==> config.mk <==
export PLATFORM = sky130hd
export DESIGN_NAME = gdr_top
export DESIGN_NICKNAME = d
export VERILOG_FILES = /design/src/gdr_pkg.sv /design/src/gdr_hdq.sv /design/src/gdr_bank.sv /design/src/gdr_top.sv
export SDC_FILE = /design/constraint.sdc
export NUM_CORES = 1
export LEC_CHECK = 0
export ABC_AREA = 0
export BUFFER_PORTS_ARGS = -buffer_cell sky130_fd_sc_hd__buf_2
export CAP_MARGIN = 0
export CORE_MARGIN = 2
export CORE_UTILIZATION = 35
export CTS_CLUSTER_SIZE = 30
export DETAILED_ROUTE_END_ITERATION = 6
export GPL_TIMING_DRIVEN = 0
export REMOVE_ABC_BUFFERS = 1
export SETUP_SLACK_MARGIN = 0.4
export SYNTH_ARGS = -nofsm -noshare
export SYNTH_HDL_FRONTEND = slang
export SYNTH_SLANG_ARGS = --single-unit
==> constraint.sdc <==
create_clock -name MCLK_IN -period 7.2 [get_ports MCLK_IN]
set_clock_uncertainty 0.15 [all_clocks]
set_input_delay 1.44 -clock MCLK_IN [delete_from_list [all_inputs] [get_ports MCLK_IN]]
set_output_delay 1.44 -clock MCLK_IN [all_outputs]
set_load 0.05 [all_outputs]
==> src/gdr_pkg.sv <==
// gdr_pkg: constants and types of the gauge display and reset block
// ------------------------------------------------------------
// Contract
// - a zero write to program_pin_data_reg then a zero write to last_measured_discharge resets.
// - reset loads last_measured_discharge from full capacity, clears five values, sets the flag.
// - battery_voltage_reg at 7eh is refreshed about once a second from battery_sense_input.
// - the battery voltage code means 1.2 V times the code divided by 256.
// - in relative mode one led lights per 20 percent of last_measured_discharge held.
// - in absolute mode one led lights per 20 percent of the programmed full capacity.
// - control pin high keeps leds dark; floating lights them only on fast charge, fast discharge or during the hold time after low.
// - control pin held low keeps the leds active continuously.
// - after the control pin is released from low the leds stay active 4 seconds more.
// - leds 1, 3, 5 form one bank and leds 2, 4 the other, driven alternately.
// - the banks are modulated at about 320 Hz, each active 30 percent of the period.
// - led 1 blinks at 4 Hz on low battery voltage or charge under 10 percent of the reference.
// ------------------------------------------------------------
package gdr_pkg;
   // ------------------------------------------------------------
   // clock and timing
   // ------------------------------------------------------------
   localparam int CLK_KHZ        = 20000;
   localparam int CLK_MHZ        = 20;
   localparam int BATTV_MS       = 1000;
   localparam int BATTV_CYC      = BATTV_MS * CLK_KHZ;
   localparam int HOLD_MS        = 4000;
   localparam int HOLD_CYC       = HOLD_MS * CLK_KHZ;
   localparam int MOD_HZ         = 320;
   localparam int MOD_CYC        = (CLK_KHZ * 1000) / MOD_HZ;
   localparam int MOD_DUTY_PCT   = 30;
   localparam int BLINK_HZ       = 4;
   localparam int BLINK_HALF_CYC = (CLK_KHZ * 1000) / (2 * BLINK_HZ);
   localparam int HDQ_BRK_US     = 190;
   localparam int HDQ_SAMP_US    = 75;
   localparam int HDQ_RSP_US     = 200;
   localparam int HDQ_BIT_US     = 200;
   localparam int HDQ_STRT_US    = 40;
   localparam int HDQ_ZERO_US    = 120;
   localparam logic [12:0] HDQ_BRK_CYC  = 13'(HDQ_BRK_US * CLK_MHZ);
   localparam logic [12:0] HDQ_SAMP_CYC = 13'(HDQ_SAMP_US * CLK_MHZ);
   localparam logic [12:0] HDQ_RSP_CYC  = 13'(HDQ_RSP_US * CLK_MHZ);
   localparam logic [12:0] HDQ_BIT_CYC  = 13'(HDQ_BIT_US * CLK_MHZ);
   localparam logic [12:0] HDQ_STRT_CYC = 13'(HDQ_STRT_US * CLK_MHZ);
   localparam logic [12:0] HDQ_ZERO_CYC = 13'(HDQ_ZERO_US * CLK_MHZ);
   // ------------------------------------------------------------
   // register map and fields
   // ------------------------------------------------------------
   localparam logic [6:0] A_AVAIL_HI  = 7'h03;
   localparam logic [6:0] A_MEAS_DSG  = 7'h05;
   localparam logic [6:0] A_OUT_CTL   = 7'h0a;
   localparam logic [6:0] A_LOAD_COMP = 7'h0e;
   localparam logic [6:0] A_AVAIL_LO  = 7'h17;
   localparam logic [6:0] A_PROG_PIN  = 7'h7b;
   localparam logic [6:0] A_FLAGS     = 7'h7c;
   localparam logic [6:0] A_CTRL      = 7'h7d;
   localparam logic [6:0] A_BATT_V    = 7'h7e;
   localparam int FLG_RESET_IND = 0;
   localparam int FLG_VALID_DSG = 1;
   localparam int CTRL_ABS_BIT  = 0;
   localparam int OVR_EN_BIT    = 0;
   localparam int OVR_LED_LSB   = 1;
   localparam logic [7:0] RST_BYTE     = 8'h00;
   localparam logic [7:0] FULL_CAP_DEF = 8'hc0;
   localparam logic [7:0] LOW_V1_DEF   = 8'h9a;
   // ------------------------------------------------------------
   // display
   // ------------------------------------------------------------
   localparam int LED_N        = 5;
   localparam int LED_STEP_PCT = 20;
   localparam int LOW_PCT      = 10;
   localparam logic [4:0] BANK_A_MASK = 5'h15;
   localparam logic [4:0] BANK_B_MASK = 5'h0a;
   // ------------------------------------------------------------
   // types
   // ------------------------------------------------------------
   typedef struct packed {
      logic       stb;
      logic [6:0] addr;
      logic [7:0] data;
   } gdr_wr_t;
   typedef enum logic [3:0] {
      H_IDLE = 4'b0001,
      H_RX   = 4'b0010,
      H_GAP  = 4'b0100,
      H_TX   = 4'b1000
   } gdr_hdq_st_t;
endpackage

==> src/gdr_hdq.sv <==
// gdr_hdq: single-wire serial slave giving register reads and writes
`timescale 1ns/10ps
`default_nettype none
module gdr_hdq (
   // clock and reset
   input  wire logic        clk_in,
   input  wire logic        rst_in,
   // serial pin
   input  wire logic        hdq_in,
   output logic             hdq_oe_out,
   // register side
   input  wire logic [7:0]  rd_data_in,
   output logic [6:0]       rd_addr_out,
   output gdr_pkg::gdr_wr_t wr_out
);
   logic [2:0]           sync_q;
   logic                 pin;
   logic                 fall;
   gdr_pkg::gdr_hdq_st_t st_q, st_d;
   logic [12:0]          tcnt_q, tcnt_d, low_q, low_d;
   logic [15:0]          sr_q, sr_d;
   logic [4:0]           bitn_q, bitn_d;
   logic                 run_q, run_d, brk_q, brk_d, oe_d;
   logic [6:0]           addr_q, addr_d;
   gdr_pkg::gdr_wr_t     wr_d;

   assign pin  = sync_q[1];
   assign fall = sync_q[2] & ~sync_q[1];

   always_comb begin
      st_d   = st_q;
      tcnt_d = tcnt_q;
      sr_d   = sr_q;
      bitn_d = bitn_q;
      run_d  = run_q;
      brk_d  = brk_q;
      addr_d = addr_q;
      wr_d   = '0;
      oe_d   = 1'b0;
      low_d  = pin ? 13'h0000 : ((low_q == gdr_pkg::HDQ_BRK_CYC) ? low_q : low_q + 13'h0001);
      case (st_q)
         gdr_pkg::H_IDLE: begin
            if (brk_q && pin) begin
               st_d   = gdr_pkg::H_RX;
               brk_d  = 1'b0;
               bitn_d = 5'h00;
               run_d  = 1'b0;
            end
         end
         gdr_pkg::H_RX: begin
            if (fall) begin
               run_d  = 1'b1;
               tcnt_d = 13'h0000;
            end else if (run_q) begin
               tcnt_d = tcnt_q + 13'h0001;
               if (tcnt_q == gdr_pkg::HDQ_SAMP_CYC) begin
                  run_d  = 1'b0;
                  sr_d   = {pin, sr_q[15:1]};
                  bitn_d = bitn_q + 5'h01;
                  // address goes out lsb first, the eighth bit selects write
                  if (bitn_q == 5'h07 && !pin) begin
                     st_d   = gdr_pkg::H_GAP;
                     addr_d = sr_q[15:9];
                     tcnt_d = 13'h0000;
                  end
                  if (bitn_q == 5'h0f) begin
                     wr_d.stb  = 1'b1;
                     wr_d.addr = sr_q[7:1];
                     wr_d.data = {pin, sr_q[15:9]};
                     st_d      = gdr_pkg::H_IDLE;
                  end
               end
            end
         end
         gdr_pkg::H_GAP: begin
            tcnt_d = tcnt_q + 13'h0001;
            if (tcnt_q == gdr_pkg::HDQ_RSP_CYC) begin
               st_d   = gdr_pkg::H_TX;
               sr_d   = {8'h00, rd_data_in};
               tcnt_d = 13'h0000;
               bitn_d = 5'h00;
            end
         end
         gdr_pkg::H_TX: begin
            oe_d   = tcnt_q < (sr_q[0] ? gdr_pkg::HDQ_STRT_CYC : gdr_pkg::HDQ_ZERO_CYC);
            tcnt_d = tcnt_q + 13'h0001;
            if (tcnt_q == gdr_pkg::HDQ_BIT_CYC - 13'h0001) begin
               tcnt_d = 13'h0000;
               sr_d   = {1'b0, sr_q[15:1]};
               bitn_d = bitn_q + 5'h01;
               if (bitn_q == 5'h07) begin
                  st_d = gdr_pkg::H_IDLE;
               end
            end
         end
         default: st_d = gdr_pkg::H_IDLE;
      endcase
      // a long low aborts whatever is going on; our own pulls stay well short of it
      if (low_q == gdr_pkg::HDQ_BRK_CYC) begin
         st_d  = gdr_pkg::H_IDLE;
         brk_d = 1'b1;
         oe_d  = 1'b0;
      end
   end

   always_ff @(posedge clk_in) begin
      if (rst_in) begin
         sync_q      <= 3'h7;
         st_q        <= gdr_pkg::H_IDLE;
         tcnt_q      <= 13'h0000;
         low_q       <= 13'h0000;
         sr_q        <= 16'h0000;
         bitn_q      <= 5'h00;
         run_q       <= 1'b0;
         brk_q       <= 1'b0;
         addr_q      <= 7'h00;
         wr_out      <= '0;
         hdq_oe_out  <= 1'b0;
      end else begin
         sync_q      <= {sync_q[1:0], hdq_in};
         st_q        <= st_d;
         tcnt_q      <= tcnt_d;
         low_q       <= low_d;
         sr_q        <= sr_d;
         bitn_q      <= bitn_d;
         run_q       <= run_d;
         brk_q       <= brk_d;
         addr_q      <= addr_d;
         wr_out      <= wr_d;
         hdq_oe_out  <= oe_d;
      end
   end

   assign rd_addr_out = addr_q;
endmodule
`default_nettype wire

==> src/gdr_bank.sv <==
// gdr_bank: bank modulation windows and the low-battery blink phase
`timescale 1ns/10ps
`default_nettype none
module gdr_bank #(
   parameter int PERIOD = gdr_pkg::MOD_CYC,
   parameter int BLINK  = gdr_pkg::BLINK_HALF_CYC
) (
   // clock and reset
   input  wire logic clk_in,
   input  wire logic rst_in,
   // windows
   output logic      bank_a_out,
   output logic      bank_b_out,
   output logic      blink_out
);
   localparam int ON   = (PERIOD * gdr_pkg::MOD_DUTY_PCT) / 100;
   localparam int HALF = PERIOD / 2;
   logic [31:0] mcnt_q, mcnt_d, bcnt_q, bcnt_d;
   logic        a_d, b_d, bl_d;

   always_comb begin
      mcnt_d = (mcnt_q == 32'(PERIOD - 1)) ? 32'h0 : mcnt_q + 32'h1;
      // windows sit half a period apart so the banks never overlap
      a_d    = mcnt_d < 32'(ON);
      b_d    = (mcnt_d >= 32'(HALF)) && (mcnt_d < 32'(HALF + ON));
      bcnt_d = (bcnt_q == 32'(BLINK - 1)) ? 32'h0 : bcnt_q + 32'h1;
      bl_d   = (bcnt_q == 32'(BLINK - 1)) ? ~blink_out : blink_out;
   end

   always_ff @(posedge clk_in) begin
      if (rst_in) begin
         mcnt_q     <= 32'h0;
         bcnt_q     <= 32'h0;
         bank_a_out <= 1'b0;
         bank_b_out <= 1'b0;
         blink_out  <= 1'b0;
      end else begin
         mcnt_q     <= mcnt_d;
         bcnt_q     <= bcnt_d;
         bank_a_out <= a_d;
         bank_b_out <= b_d;
         blink_out  <= bl_d;
      end
   end

   a_bank_excl: assert property (@(posedge clk_in) disable iff (rst_in)
      !(bank_a_out && bank_b_out)) else $error("both banks active");
   a_bank_duty: assert property (@(posedge clk_in) disable iff (rst_in)
      $rose(bank_a_out) |-> bank_a_out[*8] ##1 (mcnt_q < 32'(ON))) else $error("bank window short");
endmodule
`default_nettype wire

==> src/gdr_top.sv <==
// gdr_top: registers, software reset, voltage refresh and led display control
`timescale 1ns/10ps
`default_nettype none
module gdr_top #(
   parameter int         P_BATTV_CYC = gdr_pkg::BATTV_CYC,
   parameter int         P_HOLD_CYC  = gdr_pkg::HOLD_CYC,
   parameter int         P_MOD_CYC   = gdr_pkg::MOD_CYC,
   parameter int         P_BLINK_CYC = gdr_pkg::BLINK_HALF_CYC,
   parameter logic [7:0] P_FULL_CAP  = gdr_pkg::FULL_CAP_DEF,
   parameter logic [7:0] P_LOW_V1    = gdr_pkg::LOW_V1_DEF
) (
   // clock and reset
   input  wire logic       MCLK_IN,
   input  wire logic       RST_IN,
   // serial port pin
   input  wire logic       HDQ_IN,
   output logic            HDQ_OUT,
   output logic            HDQ_OE_OUT,
   // measurement from the gauge core
   input  wire logic [7:0] BATTERY_SENSE_IN,
   input  wire logic       CHG_RATE_IN,
   input  wire logic       FAST_DSG_IN,
   // display control pin, sensed high and low
   input  wire logic       DCTL_HI_IN,
   input  wire logic       DCTL_LO_IN,
   // led drive
   output logic [4:0]      LED_SEGMENT_OUT,
   output logic            LED_COMMON_OUT
);
   // ------------------------------------------------------------
   // state
   // ------------------------------------------------------------
   gdr_pkg::gdr_wr_t wr;
   logic [6:0]  rd_addr;
   logic [7:0]  rd_data;
   logic [7:0]  avail_hi_q, avail_hi_d, avail_lo_q, avail_lo_d;
   logic [7:0]  meas_dsg_q, meas_dsg_d, out_ctl_q, out_ctl_d;
   logic [7:0]  load_comp_q, load_comp_d, battv_q, battv_d;
   logic [7:0]  prog_pin_q, prog_pin_d;
   logic        reset_ind_q, reset_ind_d, valid_dsg_q, valid_dsg_d;
   logic        abs_q, abs_d, armed_q, armed_d, srst;
   logic [31:0] sec_q, sec_d, hold_q, hold_d;
   logic [3:0]  dsy_q;
   logic        hi_s, lo_s, dctl_on, ovr_en, low_batt;
   logic        bank_a, bank_b, blink;
   logic [7:0]  full_ref;
   logic [4:0]  lit, show, led_d;
   logic        com_d;

   assign HDQ_OUT = 1'b0;
   assign hi_s    = dsy_q[1];
   assign lo_s    = dsy_q[3];
   assign ovr_en  = out_ctl_q[gdr_pkg::OVR_EN_BIT];

   function automatic logic pct_ge(input logic [7:0] num, input logic [7:0] dnm,
                                   input logic [6:0] pct);
      pct_ge = (16'(num) * 16'd100) >= (16'(dnm) * 16'(pct));
   endfunction

   // ------------------------------------------------------------
   // serial port and bank timing
   // ------------------------------------------------------------
   gdr_hdq u_hdq (
      .clk_in      (MCLK_IN),
      .rst_in      (RST_IN),
      .hdq_in      (HDQ_IN),
      .hdq_oe_out  (HDQ_OE_OUT),
      .rd_data_in  (rd_data),
      .rd_addr_out (rd_addr),
      .wr_out      (wr)
   );

   gdr_bank #(
      .PERIOD (P_MOD_CYC),
      .BLINK  (P_BLINK_CYC)
   ) u_bank (
      .clk_in     (MCLK_IN),
      .rst_in     (RST_IN),
      .bank_a_out (bank_a),
      .bank_b_out (bank_b),
      .blink_out  (blink)
   );

   // ------------------------------------------------------------
   // register file
   // ------------------------------------------------------------
   always_comb begin
      case (rd_addr)
         gdr_pkg::A_AVAIL_HI:  rd_data = avail_hi_q;
         gdr_pkg::A_AVAIL_LO:  rd_data = avail_lo_q;
         gdr_pkg::A_MEAS_DSG:  rd_data = meas_dsg_q;
         gdr_pkg::A_LOAD_COMP: rd_data = load_comp_q;
         gdr_pkg::A_PROG_PIN:  rd_data = prog_pin_q;
         gdr_pkg::A_BATT_V:    rd_data = battv_q;
         gdr_pkg::A_CTRL:      rd_data = {7'h00, abs_q};
         gdr_pkg::A_FLAGS:     rd_data = {6'h00, valid_dsg_q, reset_ind_q};
         default:              rd_data = 8'h00;
      endcase
   end

   always_comb begin
      avail_hi_d  = avail_hi_q;
      avail_lo_d  = avail_lo_q;
      meas_dsg_d  = meas_dsg_q;
      out_ctl_d   = out_ctl_q;
      load_comp_d = load_comp_q;
      prog_pin_d  = prog_pin_q;
      reset_ind_d = reset_ind_q;
      valid_dsg_d = valid_dsg_q;
      abs_d       = abs_q;
      armed_d     = armed_q;
      battv_d     = battv_q;
      srst        = 1'b0;
      if (wr.stb) begin
         // any other write between the two steps breaks the sequence
         armed_d = 1'b0;
         case (wr.addr)
            gdr_pkg::A_PROG_PIN: begin
               prog_pin_d = wr.data;
               armed_d    = (wr.data == gdr_pkg::RST_BYTE);
            end
            gdr_pkg::A_MEAS_DSG: begin
               meas_dsg_d = wr.data;
               srst       = armed_q && (wr.data == gdr_pkg::RST_BYTE);
            end
            gdr_pkg::A_AVAIL_HI:  avail_hi_d  = wr.data;
            gdr_pkg::A_AVAIL_LO:  avail_lo_d  = wr.data;
            gdr_pkg::A_LOAD_COMP: load_comp_d = wr.data;
            gdr_pkg::A_OUT_CTL:   out_ctl_d   = wr.data;
            gdr_pkg::A_CTRL:      abs_d       = wr.data[gdr_pkg::CTRL_ABS_BIT];
            gdr_pkg::A_FLAGS: begin
               reset_ind_d = wr.data[gdr_pkg::FLG_RESET_IND];
               valid_dsg_d = wr.data[gdr_pkg::FLG_VALID_DSG];
            end
            default: ;
         endcase
      end
      // code is the raw sense conversion: volts = 1.2 * code / 256
      if (sec_q == 32'(P_BATTV_CYC - 1)) begin
         battv_d = BATTERY_SENSE_IN;
      end
      // reset comes last so it wins over the write that triggered it
      if (srst) begin
         meas_dsg_d                       = P_FULL_CAP;
         avail_hi_d                       = gdr_pkg::RST_BYTE;
         avail_lo_d                       = gdr_pkg::RST_BYTE;
         load_comp_d                      = gdr_pkg::RST_BYTE;
         out_ctl_d[gdr_pkg::OVR_EN_BIT]   = 1'b0;
         valid_dsg_d                      = 1'b0;
         reset_ind_d                      = 1'b1;
      end
   end

   always_ff @(posedge MCLK_IN) begin
      if (RST_IN) begin
         avail_hi_q  <= gdr_pkg::RST_BYTE;
         avail_lo_q  <= gdr_pkg::RST_BYTE;
         meas_dsg_q  <= P_FULL_CAP;
         out_ctl_q   <= gdr_pkg::RST_BYTE;
         load_comp_q <= gdr_pkg::RST_BYTE;
         prog_pin_q  <= gdr_pkg::RST_BYTE;
         battv_q     <= gdr_pkg::RST_BYTE;
         reset_ind_q <= 1'b1;
         valid_dsg_q <= 1'b0;
         abs_q       <= 1'b0;
         armed_q     <= 1'b0;
      end else begin
         avail_hi_q  <= avail_hi_d;
         avail_lo_q  <= avail_lo_d;
         meas_dsg_q  <= meas_dsg_d;
         out_ctl_q   <= out_ctl_d;
         load_comp_q <= load_comp_d;
         prog_pin_q  <= prog_pin_d;
         battv_q     <= battv_d;
         reset_ind_q <= reset_ind_d;
         valid_dsg_q <= valid_dsg_d;
         abs_q       <= abs_d;
         armed_q     <= armed_d;
      end
   end

   // ------------------------------------------------------------
   // display
   // ------------------------------------------------------------
   assign full_ref = abs_q ? P_FULL_CAP : meas_dsg_q;

   for (genvar k = 0; k < gdr_pkg::LED_N; k++) begin : g_lit
      assign lit[k] = pct_ge(avail_hi_q, full_ref, 7'((k + 1) * gdr_pkg::LED_STEP_PCT));
   end

   always_comb begin
      sec_d    = (sec_q == 32'(P_BATTV_CYC - 1)) ? 32'h0 : sec_q + 32'h1;
      // high wins; low reloads the hold time, float counts it away
      if (hi_s) begin
         hold_d = 32'h0;
      end else if (lo_s) begin
         hold_d = 32'(P_HOLD_CYC);
      end else begin
         hold_d = (hold_q != 32'h0) ? hold_q - 32'h1 : 32'h0;
      end
      dctl_on  = !hi_s && (lo_s || hold_q != 32'h0 || CHG_RATE_IN || FAST_DSG_IN);
      low_batt = (battv_q < P_LOW_V1) ||
                 !pct_ge(avail_hi_q, full_ref, 7'(gdr_pkg::LOW_PCT));
      show     = lit;
      if (low_batt) begin
         show[0] = blink;
      end
      led_d    = (show & (bank_a ? gdr_pkg::BANK_A_MASK : 5'h00)) |
                 (show & (bank_b ? gdr_pkg::BANK_B_MASK : 5'h00));
      com_d    = dctl_on && (bank_a || bank_b);
      if (!dctl_on) begin
         led_d = 5'h00;
      end
      // override shows the written pattern unmodulated for connection checks
      if (ovr_en) begin
         led_d = out_ctl_q[gdr_pkg::OVR_LED_LSB +: gdr_pkg::LED_N];
         com_d = 1'b1;
      end
   end

   always_ff @(posedge MCLK_IN) begin
      if (RST_IN) begin
         sec_q           <= 32'h0;
         hold_q          <= 32'h0;
         dsy_q           <= 4'h0;
         LED_SEGMENT_OUT <= 5'h00;
         LED_COMMON_OUT  <= 1'b0;
      end else begin
         sec_q           <= sec_d;
         hold_q          <= hold_d;
         dsy_q           <= {dsy_q[2], DCTL_LO_IN, dsy_q[0], DCTL_HI_IN};
         LED_SEGMENT_OUT <= led_d;
         LED_COMMON_OUT  <= com_d;
      end
   end

   // ------------------------------------------------------------
   // checks
   // ------------------------------------------------------------
   a_soft_rst_arm: assert property (@(posedge MCLK_IN) disable iff (RST_IN)
      (wr.stb && wr.addr == gdr_pkg::A_PROG_PIN && wr.data == 8'h00) |=> armed_q)
      else $error("zero program pin write did not arm reset");
   a_soft_rst_seq: assert property (@(posedge MCLK_IN) disable iff (RST_IN)
      (armed_q && wr.stb && wr.addr == gdr_pkg::A_MEAS_DSG && wr.data == 8'h00)
      |=> (reset_ind_q && meas_dsg_q == P_FULL_CAP && !armed_q))
      else $error("soft reset did not follow the sequence");
   a_rst_values: assert property (@(posedge MCLK_IN) disable iff (RST_IN)
      srst |=> (avail_hi_q == 8'h00 && avail_lo_q == 8'h00 && load_comp_q == 8'h00
                && !ovr_en && !valid_dsg_q))
      else $error("soft reset left a value set");
   a_battv_load: assert property (@(posedge MCLK_IN) disable iff (RST_IN)
      (sec_q == 32'(P_BATTV_CYC - 1)) |=> (battv_q == $past(BATTERY_SENSE_IN)))
      else $error("battery voltage not refreshed");
   a_battv_steady: assert property (@(posedge MCLK_IN) disable iff (RST_IN)
      (sec_q != 32'(P_BATTV_CYC - 1)) |=> $stable(battv_q))
      else $error("battery voltage changed between refreshes");
   a_dctl_high_off: assert property (@(posedge MCLK_IN) disable iff (RST_IN)
      (hi_s && !ovr_en) |=> (LED_SEGMENT_OUT == 5'h00 && !LED_COMMON_OUT))
      else $error("leds lit with control pin high");
   a_dctl_low_on: assert property (@(posedge MCLK_IN) disable iff (RST_IN)
      (lo_s && !hi_s && !ovr_en && bank_a) |=> LED_COMMON_OUT)
      else $error("leds dark with control pin low");
   a_hold_load: assert property (@(posedge MCLK_IN) disable iff (RST_IN)
      (lo_s && !hi_s) ##1 (!lo_s && !hi_s) |-> (hold_q == 32'(P_HOLD_CYC)) ##1
      (hold_q == 32'(P_HOLD_CYC - 1)))
      else $error("hold time not started on release");
   a_hold_expire: assert property (@(posedge MCLK_IN) disable iff (RST_IN)
      (!lo_s && !hi_s && hold_q == 32'h0 && !CHG_RATE_IN && !FAST_DSG_IN && !ovr_en)
      |=> (LED_SEGMENT_OUT == 5'h00 && !LED_COMMON_OUT))
      else $error("leds lit after hold time");
   a_bank_split: assert property (@(posedge MCLK_IN) disable iff (RST_IN)
      !ovr_en |=> !(|(LED_SEGMENT_OUT & gdr_pkg::BANK_A_MASK) &&
                    |(LED_SEGMENT_OUT & gdr_pkg::BANK_B_MASK)))
      else $error("both banks driven together");
   a_dctl_float: assert property (@(posedge MCLK_IN) disable iff (RST_IN)
      (!lo_s && !hi_s && CHG_RATE_IN && !ovr_en && bank_b) |=> LED_COMMON_OUT)
      else $error("leds dark on fast charge with control pin floating");
   a_abs_full: assert property (@(posedge MCLK_IN) disable iff (RST_IN)
      (abs_q && avail_hi_q >= P_FULL_CAP && battv_q >= P_LOW_V1 && dctl_on && !ovr_en
       && bank_a) |=> (LED_SEGMENT_OUT == gdr_pkg::BANK_A_MASK))
      else $error("absolute mode full charge not shown");
   a_low_blink: assert property (@(posedge MCLK_IN) disable iff (RST_IN)
      ((battv_q < P_LOW_V1 || (avail_hi_q == 8'h00 && full_ref != 8'h00)) && dctl_on
       && !ovr_en && bank_a) |=> (LED_SEGMENT_OUT[0] == $past(blink)))
      else $error("led one not following the blink phase on low battery");
endmodule
`default_nettype wire

======== After elaboration in Yosys (flattened, before gate mapping) ========
Cells that the tools add are included.
operators by class
  magnitude comparators ................... 11
  bitwise gates (word level) .............. 13
  $mul .................................... 7
  equality and inequality tests ........... 38
  reduce and logical (&&, ||, !) cells .... 46
  $add $sub $neg .......................... 7
  mux-type cells .......................... 53
operators by type and width
  cell                   number
  $add 32x1->32 const B  3
  $mux 16                6
  $mux 13                6
  $pmux 8 s8             1
  $mux 27                2
  $eq 7x7->1 const B     7
  $pmux 16 s3            1
  $mux 5                 9
  $mul 8x3->11 const B   4
  $mux 4                 10
  $eq 13x12->1 const B   3
  $pmux 13 s3            1
  $eq 32x16->1 const B   1
  $eq 32x22->1 const B   1
  $eq 32x25->1 const B   1
  $ge 32x15->1 const B   1
  $lt 32x15->1 const B   1
  $lt 32x16->1 const B   1
  $mux 32                1
  $reduce_bool 32->1     1
  $sub 32x1->32 const B  1
  $ge 15x14->1           2
  $ge 15x15->1           2
  $add 13x1->13 const B  2
  other kinds (49)       107
storage, ports and cells
  flip-flop bits (word level) ............. 279
  output and inout port bits .............. 8

======== Longest topological paths before layout ========
  depth after elaboration ................. 10
  gate-level depth with buffers ........... 22
  mapped depth without buffers ............ 21

======== By module ========
Synthesis repeated with hierarchy kept, for this count alone.
unflattened totals
  cell total of the unflattened synthesis .. 1897
  area, all modules ....................... 16460.8 sq um
by module, submodules not included
  module    sequential area each (sq um)  cells each  area an instance (sq um)  instances
  gdr_top   2642.5                        1079        9337.7                    1
  gdr_hdq   1601.5                        392         3652.3                    1
  gdr_bank  1341.3                        426         3470.8                    1

======== Worst setup path after synthesis ========
Ideal clock, no wire load.
  path type ............................... reg2reg
  start ................................... register abs_q
  end ..................................... register LED_SEGMENT_OUT[2]
  stages on the path, launching flop included .. 22
  arrival ................................. 4.311 ns
  library setup time ...................... 0.130 ns
  buffers on the path ..................... 2
  path slack .............................. 2.609 ns
  cell sequence ........................... dfxtp_1 clkbuf_1 clkbuf_1 nand2b_1 inv_1 ha_1 inv_1 fa_1 inv_1 ha_1 inv_1 a21oi_1 o21a_1 nor2_1 o21ai_0 xnor2_1 ha_1 or3_1 a2111oi_0 o21ai_0 a211oi_1 o22ai_1
between the ends
  longest elaborated chain between the ends .. 7
  elaborated cells between the ends (all ways) .. 8
  classes of those cells .................. mul (1); order compare (1); mux (3); bitwise (3)
RTL lines
  element                                            line                            text
  start: declaration                                 gdr_top.sv:41                   logic abs_q, abs_d, armed_q, armed_d, srst;
  start signal: assignment                           gdr_top.sv:177                  abs_q <= abs_d;
  $mux 8 *                                           gdr_top.sv:185                  assign full_ref = abs_q ? P_FULL_CAP : meas_dsg_q;
  $mul 8x4->12 *                                     gdr_top.sv:57                   pct_ge = (16'(num) * 16'd100) >= (16'(dnm) * 16'(pct));
  $ge 15x14->1 *                                     gdr_top.sv:57
  $and 5x5->5 / $and 5x4->5 (equally long branches)  gdr_top.sv:208, gdr_top.sv:209
  $or 5x5->5 *                                       gdr_top.sv:208                  led_d = (show & (bank_a ? gdr_pkg::BANK_A_MASK : 5'h00)) |
  $mux 5 *                                           gdr_top.sv:211                  if (!dctl_on) begin
  $mux 5 *                                           gdr_top.sv:215                  if (ovr_en) begin
  end signal: assignment                             gdr_top.sv:232                  LED_SEGMENT_OUT <= led_d;
  end: declaration                                   gdr_top.sv:27                   output logic [4:0] LED_SEGMENT_OUT,
Every way passes the cells marked *; elsewhere a longest branch is shown, timed or not.
A chain may end at the register's enable or synchronous reset.

======== Worst setup path after layout ========
  start ................................... register abs_q
  end ..................................... register LED_SEGMENT_OUT[0]
between the ends
  longest elaborated chain between the ends .. 10
  elaborated cells between the ends (all ways) .. 13
  classes of those cells .................. mul (2); order compare (2); mux (4); bitwise (3); reduce/logical (2)
RTL lines
  element                                            line                            text
  $mux 8 *                                           gdr_top.sv:185
  $mul 8x3->11                                       gdr_top.sv:57
  $ge 15x12->1                                       gdr_top.sv:57
  $logic_not 1->1                                    gdr_top.sv:203                  !pct_ge(avail_hi_q, full_ref, 7'(gdr_pkg::LOW_PCT));
  $logic_or 1x1->1                                   gdr_top.sv:202                  low_batt = (battv_q < P_LOW_V1) ||
  $mux 1 *                                           gdr_top.sv:205                  if (low_batt) begin
  $and 5x5->5 / $and 5x4->5 (equally long branches)  gdr_top.sv:208, gdr_top.sv:209
  $or 5x5->5 *                                       gdr_top.sv:208
  $mux 5 *                                           gdr_top.sv:211
  $mux 5 *                                           gdr_top.sv:215
Marked as above.

==> run metrics <==
run status=finished, final reports clean; sequential fraction of the synthesis area=34.40%; clock sinks=279; hold buffers post-CTS=0; core area=45580 µm²; Die X=219.4 µm; synth warn=0; Unique masters post-synth=81; commonest non-fill, non-tap cells in the layout=nor2_1, dfxtp_1, ha_1; Min-Delay Path Class=reg2reg; top cell type's share of synthesized area=34.40%; final hold viol count=0; layout cell share with drive strength beyond 1=6.688%; Placer Congestion=0.8558; post-synthesis to final-layout area growth=10.76%; Worst-Margin Slew=1366 ps; clk_lat worst skew=540 ps; largest net degree at the start of global routing=78; CTS Buf Count=34; global-route wire length before repair=62330 µm; Fmax=0.1745 GHz; port bufs=21; Lkg Pwr=7.101 nW; Worst EP required=7450 ps; IO Count=23; busiest grt layer=met2; CTS tree=done; synthesized area=16240 µm²; Global Route met1 Usage=20.62%; vias in the first global route=12.55k; Post-CTS Setup Inserts=0; Crit Path Max Fanout=20; Seq cells post-synth=279; Iter 0 DRT Violations=901; fin crit period=5729 ps; top_reg_cell synth=dfxtp_1; DRT Wirelength=37260 µm; Die Area=48130 µm²; min setup slack post-route=1471 ps; Reg clk slew, reported paths=50 ps; DR pass1 iterations=7; Setup TNS Final=0 ps; Post-Place Worst Slack=1534 ps; RSZ-0062 raised after global routing=false; Area contributors post-synth=dfxtp_1, ha_1, nor2_1; syn_area_per_cell=8.614 µm²; global routing usage on met3=2.509%; largest buffer count on any clock path=3; Antenna Cells=0; Setup Viol. Count Final=0; DRC Markers=0; power per standard cell area=207.6 nW/µm²; worst endpoint data arrival time=5980 ps; num rows=78; Slew Viols, Final=0; root buffer cell=clkbuf_16; fin area=17980 µm²; initial antenna violation count=0; Post-Place Cell Area=16930 µm²; Final Cycle Share=79.57%; Async S/R FF share, synth=0%; drt wl/cell=14.91 µm; Tot GR Track Use=15.62%; Final nets=2057; slew margin rel.=8.233%; Detail Placement HPWL=27060 µm; EDFF count, synth=0; initial core utilization=35.63%; crit start category=register; Critical Path End Type=register; max-cap violations=0; Post-DRT Antenna Nets=0; met2 usage=25.99%; htree depth=2; post-CTS sizing=0; most common cell after layout, fill and taps aside=nor2_1; IR Drop Worst-Case VDD=0.0001665 V; DIE HEIGHT=219.4 µm; top cell type by total area after synthesis=dfxtp_1; Vias/cell=5.243; total number of vias=13.10k; Cells after Synth=1885; Crit Path Class=reg2reg; GRT overflow=0
metal layers:
layer	up-vias	share of wire [%]
li1	6636	-
met1	6194	48
met4	0	2.5
met2	215	46
met5	-	0
met3	58	4.0
synth_stat cells, types with 34 or more instances:
cell type and n:
nor3_1 51, clkbuf_1 45, inv_1 96, xnor2_1 93, mux2i_1 64, nand2_1 113
o21ai_0 46, xor2_1 70, nand3_1 59, nor2_1 283, nand4_1 39, dfxtp_1 279
ha_1 149, a21oi_1 89, and2_1 34
final timing paths:
| path | slack, ps | end | cells after the start | start |
|---|---|---|---|---|
| worst min-delay path | 250 | u_hdq.sync_q[1]$_SDFF_PP1_ | 1 | u_hdq.sync_q[0]$_SDFF_PP1_ |
| worst max register to register | 1470 | LED_SEGMENT_OUT[0]$_SDFF_PP0_ | 15 | abs_q$_SDFFE_PP0P_ |
| worst min register to register | 250 | u_hdq.sync_q[1]$_SDFF_PP1_ | 1 | u_hdq.sync_q[0]$_SDFF_PP1_ |
| worst max-delay path | 1470 | LED_SEGMENT_OUT[0]$_SDFF_PP0_ | 15 | abs_q$_SDFFE_PP0P_ |
final cells by class:
| cell class | count | area [µm²] |
|---|---|---|
| inverter | 96 | 360.3 |
| timing repair buffer | 28 | 202.7 |
| clock buffer | 43 | 934.6 |
| multi-input combinational | 1439 | 10030 |
| clock inverter | 14 | 116.4 |
| sequential | 279 | 5585 |
| fill | 4541 | 27590 |
| tap | 600 | 750.7 |
report_power, final:
group | total (mW) | switching [mW] | internal, mW
clock | 1.62 | 0.665 | 0.956
sequential | 1.68 | 0.0632 | 1.62
combinational | 0.429 | 0.245 | 0.184
registers in the layout, summed over array words and instances (netlist names), 3 cells and up:
signal             flops
u_hdq.sync_q           3
dsy_q                  4
u_hdq.low_q           13
meas_dsg_q             8
avail_hi_q             8
u_hdq.rd_addr_out      7
u_hdq.wr_out          16
out_ctl_q              6
u_bank.bcnt_q         32
u_hdq.sr_q            16
battv_q                8
u_hdq.st_q             4
hold_q                32
u_hdq.bitn_q           5
load_comp_q            8
sec_q                 32
u_bank.mcnt_q         32
prog_pin_q             8
LED_SEGMENT_OUT        5
avail_lo_q             8
u_hdq.tcnt_q          13
through the flow:
stage / util, % / power [mW] / hold slack, ps / instances
global route: 39.46 / 3.922 / 267.2 / 2499
floorplan: - / 2.046 / 239.5 / 1814
detailed placement: 37.14 / 2.145 / 242.3 / 2442
CTS: 39.44 / 3.790 / 255.5 / 2499
finish: 39.46 / 3.733 / 254.6 / 2499
global placement: 36.83 / 2.124 / 242.8 / 2435
worst max-delay path, stage by stage (launching register included):
cell	delay, ps
dfxtp_1	850
nand2b_1	510
inv_1	280
ha_1	360
ha_1	340
a21o_1	200
a21oi_1	250
xnor2_1	300
ha_1	340
a21o_1	180
a211o_1	310
a2111oi_0	500
nor3_1	150
or3_1	330
a31o_2	240
a31oi_1	310
cells by family (layout without fill, tap and decap cells):
kind of cell | after synthesis | count (layout) | synth area share (%)
simple gates | 770 | 770 | 24.07
flops | 279 | 279 | 34.40
mux | 66 | 66 | 4.084
fa+ha+maj | 165 | 165 | 13.39
buf+inv | 167 | 181 | 4.100
other cells | 1 | 1 | 0.02310
compound gates | 274 | 274 | 11.14
xor+xnor | 163 | 163 | 8.792
No activity file was read; power rests on OpenSTA's default activity.
